<file path="src/shared/fpu_regs_pkg.sv">
// constants, field layout and types of the floating point tag, status and mode control register bank
// assumes one core clock; register offsets are byte addresses on a 32-bit AXI4-Lite slave
package fpu_regs_pkg;

    ////////////////////////////////////////////////////////////////////////////////
    // bus
    localparam int          ADDR_W        = 8;
    localparam int          DATA_W        = 32;
    localparam int          REG_W         = 16;
    localparam logic [7:0]  OFS_TAG       = 8'h00;
    localparam logic [7:0]  OFS_STATUS    = 8'h04;
    localparam logic [7:0]  OFS_MODE      = 8'h08;
    localparam logic [7:0]  OFS_IRQ_STAT  = 8'h0C;
    localparam logic [7:0]  OFS_IRQ_MASK  = 8'h10;
    localparam logic [1:0]  RESP_OKAY     = 2'h0;
    localparam logic [1:0]  RESP_SLVERR   = 2'h2;

    ////////////////////////////////////////////////////////////////////////////////
    // tag word
    localparam int          TAG_W         = 2;
    localparam int          NUM_REGS      = 8;
    localparam int          IDX_W         = 3;
    localparam logic [15:0] TAG_RST       = 16'hFFFF;

    typedef enum logic [1:0] {
        TAG_VALID   = 2'h0,
        TAG_ZERO    = 2'h1,
        TAG_SPECIAL = 2'h2,
        TAG_EMPTY   = 2'h3
    } tag_class_e;

    ////////////////////////////////////////////////////////////////////////////////
    // status word
    localparam int          ST_BUSY       = 15;
    localparam int          ST_CC3        = 14;
    localparam int          ST_TOP_LSB    = 11;
    localparam int          ST_CC_LO_LSB  = 8;
    localparam int          ST_ES         = 7;
    localparam int          ST_SF         = 6;
    localparam int          EXC_W         = 6;
    localparam int          EXC_PE        = 5;
    localparam int          EXC_UE        = 4;
    localparam int          EXC_OE        = 3;
    localparam int          EXC_ZE        = 2;
    localparam int          EXC_DE        = 1;
    localparam int          EXC_IE        = 0;
    localparam logic [15:0] STATUS_RST    = 16'h0000;

    ////////////////////////////////////////////////////////////////////////////////
    // mode control word
    localparam int          MODE_RND_LSB  = 10;
    localparam int          MODE_PREC_LSB = 8;
    localparam logic [15:0] MODE_WR_MASK  = 16'h0F3F;
    localparam logic [15:0] MODE_RST      = 16'h033F;

    typedef enum logic [1:0] {
        RND_NEAREST = 2'h0,
        RND_DOWN    = 2'h1,
        RND_UP      = 2'h2,
        RND_TRUNC   = 2'h3
    } rounding_e;

    typedef enum logic [1:0] {
        PREC_24     = 2'h0,
        PREC_RSVD   = 2'h1,
        PREC_53     = 2'h2,
        PREC_64     = 2'h3
    } precision_e;

    ////////////////////////////////////////////////////////////////////////////////
    // interrupt status and mask
    localparam int          IRQ_W         = 3;
    localparam int          IRQ_TRAP      = 0;
    localparam int          IRQ_STACK     = 1;
    localparam int          IRQ_MASKED    = 2;
    localparam logic [2:0]  IRQ_MASK_RST  = 3'h0;

    ////////////////////////////////////////////////////////////////////////////////
    // extended operand layout
    localparam int          OPND_W        = 80;
    localparam int          EXP_W         = 15;
    localparam int          EXP_LSB       = 64;
    localparam int          INT_BIT       = 63;
    localparam logic [14:0] EXP_MAX       = 15'h7FFF;

endpackage

</file>
<file path="src/hw/fp_unit_tag_status_control_regs.sv">
// tag word, status word and mode control word of the floating point unit, with an AXI4-Lite slave
// assumes the execution core drives push, pop, result, exception and condition code strobes on aclk
`timescale 1ns/100ps

module fp_unit_tag_status_control_regs
    import fpu_regs_pkg::*;
(
    input  wire logic               aclk,             // core clock
    input  wire logic               aresetn,          // synchronous reset, active low
    input  wire logic [ADDR_W-1:0]  s_axi_awaddr,     // write address
    input  wire logic               s_axi_awvalid,    // write address valid
    output logic                    s_axi_awready,    // write address ready
    input  wire logic [DATA_W-1:0]  s_axi_wdata,      // write data
    input  wire logic [3:0]         s_axi_wstrb,      // write byte strobes
    input  wire logic               s_axi_wvalid,     // write data valid
    output logic                    s_axi_wready,     // write data ready
    output logic [1:0]              s_axi_bresp,      // write response
    output logic                    s_axi_bvalid,     // write response valid
    input  wire logic               s_axi_bready,     // write response ready
    input  wire logic [ADDR_W-1:0]  s_axi_araddr,     // read address
    input  wire logic               s_axi_arvalid,    // read address valid
    output logic                    s_axi_arready,    // read address ready
    output logic [DATA_W-1:0]       s_axi_rdata,      // read data
    output logic [1:0]              s_axi_rresp,      // read response
    output logic                    s_axi_rvalid,     // read data valid
    input  wire logic               s_axi_rready,     // read data ready
    input  wire logic               push_valid,       // load onto a new stack top
    input  wire logic               pop_valid,        // pop the stack top
    input  wire logic               result_valid,     // overwrite a stack slot with a result
    input  wire logic [IDX_W-1:0]   result_slot,      // slot relative to the stack top
    input  wire logic [OPND_W-1:0]  operand,          // value of the push or result
    input  wire logic               exc_valid,        // exceptions detected this cycle
    input  wire logic [EXC_W-1:0]   exc_flags,        // exception flags, status layout
    input  wire logic               cc_valid,         // condition code update
    input  wire logic [3:0]         cc_value,         // new condition codes 3..0
    output logic                    trap_req,         // one-cycle trap report to the core
    output logic [1:0]              rounding_select,  // active rounding mode
    output logic [1:0]              precision_select, // active mantissa precision
    output logic [EXC_W-1:0]        exc_mask,         // active exception masks
    output logic [IDX_W-1:0]        stack_top,        // physical stack top register
    output logic [REG_W-1:0]        tag_word,         // current tag word
    output logic [REG_W-1:0]        status_word,      // current status word
    output logic                    irq               // level interrupt
);

    ////////////////////////////////////////////////////////////////////////////////
    // state
    logic                awready_ff,  nxt_awready;
    logic                wready_ff,   nxt_wready;
    logic                aw_held_ff,  nxt_aw_held;
    logic [ADDR_W-1:0]   aw_addr_ff,  nxt_aw_addr;
    logic                w_held_ff,   nxt_w_held;
    logic [DATA_W-1:0]   w_data_ff,   nxt_w_data;
    logic [3:0]          w_strb_ff,   nxt_w_strb;
    logic                bvalid_ff,   nxt_bvalid;
    logic [1:0]          bresp_ff,    nxt_bresp;
    logic                arready_ff,  nxt_arready;
    logic                rvalid_ff,   nxt_rvalid;
    logic [DATA_W-1:0]   rdata_ff,    nxt_rdata;
    logic [1:0]          rresp_ff,    nxt_rresp;
    logic [REG_W-1:0]    tag_ff,      nxt_tag;
    logic [3:0]          cc_ff,       nxt_cc;
    logic [IDX_W-1:0]    top_ff,      nxt_top;
    logic                es_ff,       nxt_es;
    logic                sf_ff,       nxt_sf;
    logic [EXC_W-1:0]    exc_ff,      nxt_exc;
    logic [REG_W-1:0]    mode_ff,     nxt_mode;
    logic [REG_W-1:0]    status_ff,   nxt_status;
    logic                trap_ff,     nxt_trap;
    logic [IRQ_W-1:0]    irq_stat_ff, nxt_irq_stat;
    logic [IRQ_W-1:0]    irq_mask_ff, nxt_irq_mask;
    logic                irq_ff,      nxt_irq;

    ////////////////////////////////////////////////////////////////////////////////
    // operand class and stack events
    tag_class_e          load_class;
    logic [IDX_W-1:0]    push_slot;
    logic [IDX_W-1:0]    res_slot;
    logic                push_fault;
    logic                pop_fault;
    logic                stack_err;
    logic [EXC_W-1:0]    hw_exc;
    logic [EXC_W-1:0]    cur_mask;
    logic                unmasked;
    logic                masked_only;

    tag_classifier tag_classifier_inst (
        .operand   (operand),
        .tag_class (load_class)
    );

    assign cur_mask   = mode_ff[EXC_W-1:0];
    assign push_slot  = top_ff - 3'h1;
    assign res_slot   = top_ff + result_slot;
    // simultaneous push and pop replaces the top in place
    assign push_fault = push_valid && !pop_valid && (tag_ff[push_slot*TAG_W +: TAG_W] != TAG_EMPTY);
    assign pop_fault  = pop_valid && (tag_ff[top_ff*TAG_W +: TAG_W] == TAG_EMPTY);
    assign stack_err  = push_fault || pop_fault;
    assign hw_exc     = (exc_valid ? exc_flags : 6'h00) | {5'h00, stack_err};
    assign unmasked   = |(hw_exc & ~cur_mask);
    assign masked_only = (hw_exc != 6'h00) && !unmasked;

    ////////////////////////////////////////////////////////////////////////////////
    // bus write decode
    logic                wr_fire;
    logic                wr_hit;
    logic                wr_tag;
    logic                wr_status;
    logic                wr_mode;
    logic                wr_istat;
    logic                wr_imask;
    logic [REG_W-1:0]    wr_tag_val;
    logic [REG_W-1:0]    wr_status_val;
    logic [REG_W-1:0]    wr_mode_val;

    function automatic logic [REG_W-1:0] merge16(input logic [REG_W-1:0] old_v,
                                                 input logic [DATA_W-1:0] data,
                                                 input logic [3:0] strb);
        return {strb[1] ? data[15:8] : old_v[15:8], strb[0] ? data[7:0] : old_v[7:0]};
    endfunction

    assign wr_fire       = aw_held_ff && w_held_ff && !bvalid_ff;
    assign wr_tag        = wr_fire && (aw_addr_ff == OFS_TAG);
    assign wr_status     = wr_fire && (aw_addr_ff == OFS_STATUS);
    assign wr_mode       = wr_fire && (aw_addr_ff == OFS_MODE);
    assign wr_istat      = wr_fire && (aw_addr_ff == OFS_IRQ_STAT);
    assign wr_imask      = wr_fire && (aw_addr_ff == OFS_IRQ_MASK);
    assign wr_hit        = wr_tag || wr_status || wr_mode || wr_istat || wr_imask;
    assign wr_tag_val    = merge16(tag_ff, w_data_ff, w_strb_ff);
    assign wr_status_val = merge16(status_ff, w_data_ff, w_strb_ff);
    assign wr_mode_val   = merge16(mode_ff, w_data_ff, w_strb_ff) & MODE_WR_MASK;

    ////////////////////////////////////////////////////////////////////////////////
    // AXI4-Lite handshakes
    always_comb begin
        nxt_aw_held = aw_held_ff;
        nxt_aw_addr = aw_addr_ff;
        nxt_w_held  = w_held_ff;
        nxt_w_data  = w_data_ff;
        nxt_w_strb  = w_strb_ff;
        nxt_bvalid  = bvalid_ff;
        nxt_bresp   = bresp_ff;
        if (s_axi_awvalid && awready_ff) begin
            nxt_aw_held = 1'b1;
            nxt_aw_addr = {s_axi_awaddr[ADDR_W-1:2], 2'h0};
        end
        if (s_axi_wvalid && wready_ff) begin
            nxt_w_held = 1'b1;
            nxt_w_data = s_axi_wdata;
            nxt_w_strb = s_axi_wstrb;
        end
        if (wr_fire) begin
            nxt_aw_held = 1'b0;
            nxt_w_held  = 1'b0;
            nxt_bvalid  = 1'b1;
            nxt_bresp   = wr_hit ? RESP_OKAY : RESP_SLVERR;
        end else if (bvalid_ff && s_axi_bready) begin
            nxt_bvalid  = 1'b0;
        end
        nxt_awready = !nxt_aw_held && !nxt_bvalid;
        nxt_wready  = !nxt_w_held && !nxt_bvalid;
    end

    always_comb begin
        nxt_rvalid = rvalid_ff;
        nxt_rdata  = rdata_ff;
        nxt_rresp  = rresp_ff;
        if (s_axi_arvalid && arready_ff) begin
            nxt_rvalid = 1'b1;
            nxt_rresp  = RESP_OKAY;
            unique case ({s_axi_araddr[ADDR_W-1:2], 2'h0})
                OFS_TAG:      nxt_rdata = {16'h0000, tag_ff};
                OFS_STATUS:   nxt_rdata = {16'h0000, status_ff};
                OFS_MODE:     nxt_rdata = {16'h0000, mode_ff};
                OFS_IRQ_STAT: nxt_rdata = {29'h00000000, irq_stat_ff};
                OFS_IRQ_MASK: nxt_rdata = {29'h00000000, irq_mask_ff};
                default: begin
                    nxt_rdata = 32'h00000000;
                    nxt_rresp = RESP_SLVERR;
                end
            endcase
        end else if (rvalid_ff && s_axi_rready) begin
            nxt_rvalid = 1'b0;
        end
        nxt_arready = !nxt_rvalid;
    end

    ////////////////////////////////////////////////////////////////////////////////
    // tag word, one field per data register
    logic [IDX_W-1:0] top_base;
    assign top_base = wr_status ? wr_status_val[ST_TOP_LSB +: IDX_W] : top_ff;

    generate
        for (genvar i = 0; i < NUM_REGS; i++) begin : g_tag
            always_comb begin
                nxt_tag[i*TAG_W +: TAG_W] = wr_tag ? wr_tag_val[i*TAG_W +: TAG_W] : tag_ff[i*TAG_W +: TAG_W];
                if (push_valid && pop_valid && (top_ff == IDX_W'(i))) begin
                    nxt_tag[i*TAG_W +: TAG_W] = load_class;
                end else if (push_valid && (push_slot == IDX_W'(i))) begin
                    nxt_tag[i*TAG_W +: TAG_W] = load_class;
                end else if (pop_valid && (top_ff == IDX_W'(i))) begin
                    nxt_tag[i*TAG_W +: TAG_W] = TAG_EMPTY;
                end
                if (result_valid && (res_slot == IDX_W'(i))) begin
                    nxt_tag[i*TAG_W +: TAG_W] = load_class;
                end
            end
        end
    endgenerate

    ////////////////////////////////////////////////////////////////////////////////
    // status and mode words
    always_comb begin
        nxt_cc  = cc_ff;
        nxt_top = top_base;
        nxt_es  = es_ff;
        nxt_sf  = sf_ff;
        nxt_exc = exc_ff;
        if (wr_status) begin
            nxt_cc  = {wr_status_val[ST_CC3], wr_status_val[ST_CC_LO_LSB +: 3]};
            nxt_es  = wr_status_val[ST_ES];
            nxt_sf  = wr_status_val[ST_SF];
            nxt_exc = wr_status_val[EXC_W-1:0];
        end
        if (cc_valid) begin
            nxt_cc = cc_value;
        end
        if (push_valid && !pop_valid) begin
            nxt_top = top_ff - 3'h1;
        end else if (pop_valid && !push_valid) begin
            nxt_top = top_ff + 3'h1;
        end
        if (stack_err) begin
            nxt_sf = 1'b1;
        end
        nxt_exc = nxt_exc | hw_exc;
        if (unmasked) begin
            nxt_es = 1'b1;
        end
        nxt_status = {nxt_es, nxt_cc[3], nxt_top, nxt_cc[2:0],
                      nxt_es, nxt_sf, nxt_exc};
        nxt_trap   = unmasked;
    end

    always_comb begin
        nxt_mode = mode_ff;
        if (wr_mode) begin
            nxt_mode = wr_mode_val;
            // a reserved precision code leaves the old precision in force
            if (wr_mode_val[MODE_PREC_LSB +: 2] == PREC_RSVD) begin
                nxt_mode[MODE_PREC_LSB +: 2] = mode_ff[MODE_PREC_LSB +: 2];
            end
        end
    end

    ////////////////////////////////////////////////////////////////////////////////
    // interrupt status and mask
    always_comb begin
        nxt_irq_stat = irq_stat_ff;
        nxt_irq_mask = irq_mask_ff;
        if (wr_istat) begin
            nxt_irq_stat = irq_stat_ff & ~w_data_ff[IRQ_W-1:0];
        end
        if (wr_imask) begin
            nxt_irq_mask = w_data_ff[IRQ_W-1:0];
        end
        // events win over a clear in the same cycle
        nxt_irq_stat[IRQ_TRAP]   = nxt_irq_stat[IRQ_TRAP] | unmasked;
        nxt_irq_stat[IRQ_STACK]  = nxt_irq_stat[IRQ_STACK] | stack_err;
        nxt_irq_stat[IRQ_MASKED] = nxt_irq_stat[IRQ_MASKED] | masked_only;
        nxt_irq = |(nxt_irq_stat & nxt_irq_mask);
    end

    ////////////////////////////////////////////////////////////////////////////////
    // registers
    always_ff @(posedge aclk) begin
        if (!aresetn) begin
            awready_ff  <= 1'b0;
            wready_ff   <= 1'b0;
            aw_held_ff  <= 1'b0;
            aw_addr_ff  <= 8'h00;
            w_held_ff   <= 1'b0;
            w_data_ff   <= 32'h00000000;
            w_strb_ff   <= 4'h0;
            bvalid_ff   <= 1'b0;
            bresp_ff    <= RESP_OKAY;
            arready_ff  <= 1'b0;
            rvalid_ff   <= 1'b0;
            rdata_ff    <= 32'h00000000;
            rresp_ff    <= RESP_OKAY;
            tag_ff      <= TAG_RST;
            cc_ff       <= 4'h0;
            top_ff      <= 3'h0;
            es_ff       <= 1'b0;
            sf_ff       <= 1'b0;
            exc_ff      <= 6'h00;
            status_ff   <= STATUS_RST;
            mode_ff     <= MODE_RST;
            trap_ff     <= 1'b0;
            irq_stat_ff <= 3'h0;
            irq_mask_ff <= IRQ_MASK_RST;
            irq_ff      <= 1'b0;
        end else begin
            awready_ff  <= nxt_awready;
            wready_ff   <= nxt_wready;
            aw_held_ff  <= nxt_aw_held;
            aw_addr_ff  <= nxt_aw_addr;
            w_held_ff   <= nxt_w_held;
            w_data_ff   <= nxt_w_data;
            w_strb_ff   <= nxt_w_strb;
            bvalid_ff   <= nxt_bvalid;
            bresp_ff    <= nxt_bresp;
            arready_ff  <= nxt_arready;
            rvalid_ff   <= nxt_rvalid;
            rdata_ff    <= nxt_rdata;
            rresp_ff    <= nxt_rresp;
            tag_ff      <= nxt_tag;
            cc_ff       <= nxt_cc;
            top_ff      <= nxt_top;
            es_ff       <= nxt_es;
            sf_ff       <= nxt_sf;
            exc_ff      <= nxt_exc;
            status_ff   <= nxt_status;
            mode_ff     <= nxt_mode;
            trap_ff     <= nxt_trap;
            irq_stat_ff <= nxt_irq_stat;
            irq_mask_ff <= nxt_irq_mask;
            irq_ff      <= nxt_irq;
        end
    end

    ////////////////////////////////////////////////////////////////////////////////
    // outputs
    assign s_axi_awready    = awready_ff;
    assign s_axi_wready     = wready_ff;
    assign s_axi_bvalid     = bvalid_ff;
    assign s_axi_bresp      = bresp_ff;
    assign s_axi_arready    = arready_ff;
    assign s_axi_rvalid     = rvalid_ff;
    assign s_axi_rdata      = rdata_ff;
    assign s_axi_rresp      = rresp_ff;
    assign trap_req         = trap_ff;
    assign rounding_select  = mode_ff[MODE_RND_LSB +: 2];
    assign precision_select = mode_ff[MODE_PREC_LSB +: 2];
    assign exc_mask         = mode_ff[EXC_W-1:0];
    assign stack_top        = top_ff;
    assign tag_word         = tag_ff;
    assign status_word      = status_ff;
    assign irq              = irq_ff;

endmodule // fp_unit_tag_status_control_regs

</file>
<file path="src/hw/tag_classifier.sv">
// classifies one extended-precision operand into its two-bit tag class
// assumes an 80-bit operand: sign, 15-bit exponent, explicit integer bit, 63-bit fraction
`timescale 1ns/100ps
module tag_classifier
    import fpu_regs_pkg::*;
(
    input  wire logic [OPND_W-1:0] operand,   // value being loaded
    output tag_class_e             tag_class  // class code for the tag word
);

    logic [EXP_W-1:0] exponent;
    logic             int_bit;
    logic             mant_zero;

    assign exponent  = operand[EXP_LSB +: EXP_W];
    assign int_bit   = operand[INT_BIT];
    assign mant_zero = (operand[INT_BIT:0] == 64'h0000000000000000);

    always_comb begin
        if (exponent == 15'h0000 && mant_zero) begin
            tag_class = TAG_ZERO;
        end else if (exponent == 15'h0000) begin
            tag_class = TAG_SPECIAL;
        end else if (exponent == EXP_MAX) begin
            tag_class = TAG_SPECIAL;
        end else if (!int_bit) begin
            tag_class = TAG_SPECIAL;
        end else begin
            tag_class = TAG_VALID;
        end
    end

endmodule // tag_classifier

</file>
<file path="config.mk">
export PLATFORM = sky130hd
export DESIGN_NAME = fp_unit_tag_status_control_regs
export DESIGN_NICKNAME = d
export VERILOG_FILES = /design/src/shared/fpu_regs_pkg.sv /design/src/hw/fp_unit_tag_status_control_regs.sv /design/src/hw/tag_classifier.sv
export SDC_FILE = /design/constraint.sdc
export NUM_CORES = 1
export LEC_CHECK = 0
export BUFFER_PORTS_ARGS = -buffer_cell sky130_fd_sc_hd__buf_2
export CORE_MARGIN = 2
export CORE_UTILIZATION = 32
export DETAILED_ROUTE_END_ITERATION = 8
export SLEW_MARGIN = 20
export SYNTH_ARGS = -nofsm -noshare
export SYNTH_HDL_FRONTEND = slang
export SYNTH_SLANG_ARGS = --single-unit
export TNS_END_PERCENT = 5
</file>
<file path="constraint.sdc">
create_clock -name aclk -period 2.9 [get_ports aclk]
set_input_delay 0.29 -clock aclk [delete_from_list [all_inputs] [get_ports aclk]]
set_output_delay 0.29 -clock aclk [all_outputs]
set_load 0.05 [all_outputs]
</file>
==> impl_results.md <==
- Final Net Count: between 900 and 1000
- CP cell instances: ha_1 > fa_1 > or3b_2 > o22ai_1 > a21oi_1 > and2_1 > a211o_1
- Main flop type after synthesis: dfxtp_1
- PD cells: 566.2 nW/um2
- CP Launch Type: flop
- CTS resizes: 0
- Root Buffer: clkbuf_16
- Largest delay share family, worst path: simple AND/OR/NAND/NOR gates
- Ys Warns: 0
- CTS tree: yes
- Hold WC Path Type: in2reg
- Skew-Pair Late Insertion Delay: between 300 and 400 ps
- Placed cell areas: 6417 um2
- Gr usage total: 0.1995
- RSZ-0062 raised after global routing: false
- Area of the die: 17540 um2
- Die width: 132.4 um
- Flops & latches, synth: between 90 and 100
- Synth area leaders: dfxtp_1 37%, nand2_1 7.2%, mux2i_1 6.4%
- DR vias/cell: about 5.2
- PortBufs: 203
- Multi-input gate area: ~3000 um2
- Clock-pin slew on the worst setup and hold paths: about 70 ps
- Worst slack at placement: 412.9 ps
- Max incr delay on CP: between 500 and 600 ps
- WP data required: 3140 ps
- Io pins: roughly 250
- Routed length per instance: roughly 17 um
- Fmax: 409.7 MHz
- Worst-case vdd ir drop: about 0.34 mV
- WL final: 17750 um
- Crit path max fanout: 5
- Fin crit share: 0.8418
- Max_slew headroom: 0.3737
- # hold bufs at CTS: 0
- Data arrival, critical path: between 2000 and 3000 ps
- Largest net degree at the start of global routing: 49
- Setup TNS: 0 ps
- Post-DRT Antenna Nets: 0
- Register area: roughly 2000 um2
- Share of the synthesized area in the top cell type: 0.3717
- Slew Viols, Final: 0
- HPWL after DPL: approximately 14000 um
- Final core utilization: 0.4212
- Final setup vio count: 0
- Sink Count: 98
- Final hold viol count: 0
- Unique masters post-synth: 62
- Critical Path End Type: flop
- Htree depth: 3
- Synthesized area: approximately 5300 um2
- 1st-iter DRT viols: ~340
- Register area share after synthesis: 0.3717
- GRT overflow: 0
- Fraction of registers with async set/reset: 0
- Fin area: 6739 um2
- Crit path max-delay cell type: or3b_2
- Die H: ~130 um
- Syn_area_per_cell: roughly 8.2 um2
- DRC viols: 0
- Setup bufs post-CTS: 0
- Vias in the first global route: roughly 5000
- Routability Congestion: 0.9121
- CTS Buf Count: 9
- Router iterations before antenna repair: 5
- Result of the run: finished clean
- Cell count after synthesis: 645
- CTS Buffer Depth: 2
- Worst Max-Slew Pin Slew: 939.5 ps
- Layout filler cell count: around 1700
- Most frequent cell after synthesis: nand2_1
- Leak pwr: 3.024 nW
- Post-synth EDFFs: 0
- Starting Density: 0.3299
- # rows: 46
- Via count: 5425
- Synthesis-to-finish area growth: 27.66%
- Final Worst Setup Slack: 458.9 ps
- Min Clock Period, post-route: approximately 2400 ps
- First-pass GRT wire length: around 27000 um
- Max Cap Viol: 0
- Initial antenna violation count: 0
- Share of cells above drive strength 1: 0.2978
- Core box area: 16000 um2
- Synth area leader: dfxtp_1
- Buffers & Inverters on Critical Path: 0
- Layout Skew: roughly 6.4 ps
- Crit Path Class: reg2reg
- Post-synth top cells: 101 x nand2_1, 98 x dfxtp_1, 62 x a21oi_1, 57 x nor2_1, 34 x mux2i_1
- Antenna diodes: 0
[worst register-to-register path, stage by stage, from the launching register on]
cell     delay [ps]
dfxtp_2         350
ha_1            190
fa_1            480
or3b_2          520
o22ai_1         200
a21oi_1         100
and2_1          200
a211o_1         300
[metrics by stage]
stage | total power (W) | instances | hold slack [ps]
floorplan | 0.002247 | 662 | 401.7
global placement | 0.002534 | 1036 | 446.3
detailed placement | 0.002539 | 1036 | 454.7
CTS | 0.003831 | 1052 | 155.3
global route | 0.003992 | 1052 | 171.7
finish | 0.003816 | 1052 | 164.7
[report_power, final]
group          total (W)  switching [W]  internal [W]  leakage, nW
clock            0.00130       0.000519      0.000780        0.149
sequential       0.00153      0.0000991       0.00143        0.801
combinational   0.000987       0.000646      0.000341         2.07
total            0.00382        0.00126       0.00255         3.02
[final timing paths]
kind             startpoint        endpoint  slack [ps]  depth (start not counted)
max            stack_top[0]     tag_word[0]         460                          7
min             cc_value[2]        cc_ff[2]         160                          3
max reg2reg    stack_top[0]     tag_word[0]         460                          7
min reg2reg  s_axi_bresp[1]  s_axi_bresp[1]         460                          2
[cell usage in the layout, fill, tap and decap left out, types with 5 or more instances in the layout]
cell       instances
and2_1             7
nor3_1             6
mux2_2             5
buf_2            203
mux2i_1           34
nand3b_1           7
buf_4             12
nor2_1            57
nand4_1            8
a31oi_1            5
nor4_1            22
and3_1             6
nand3_1           18
a22oi_1           21
a211o_1           11
dfxtp_1           97
inv_1             13
conb_1            18
ha_1               9
o21ai_0           19
or4_1              5
a21oi_1           62
clkbuf_16          9
o22ai_1            7
nand2b_1           8
nand2_1          101
[flip-flops by register name, indices dropped and copies added, names as in the netlist, 5 cells and up]
signal and count:
aw_addr_ff 6, exc_ff 5, mode_ff 10, s_axi_rdata 16
status_word 5, tag_word 16, w_data_ff 16
[per-layer routing]
layer  GRT usage  share of wire  vias to the layer above
met5           0              0                        -
met3     0.04943          0.087                       12
met1      0.2652           0.44                     2503
met4     0.04958          0.012                        0
met2      0.3250           0.46                      242
li1            -              -                     2668
[area by class of cell]
class | count | share of cell area
multi-input combinational | 492 | 0.4460
tap | 216 | 0.04010
timing repair buffer | 216 | 0.1671
clock buffer | 12 | 0.03658
clock inverter | 4 | 0.01114
sequential | 98 | 0.2913
inverter | 14 | 0.007798
[cells by family after synthesis]
family / Yosys count / share of synthesized area
buffers and inverters: 72 / 0.07111
DFF: 98 / 0.3717
and+or+nand+nor: 259 / 0.2368
other: 1 / 0.0007104
AOI/OAI and AO/OA: 158 / 0.1929
muxes: 42 / 0.08793
xor gates and xnor gates: 5 / 0.01375
adders and majority gates: 10 / 0.02512
Power figures use the tool's default switching activity.
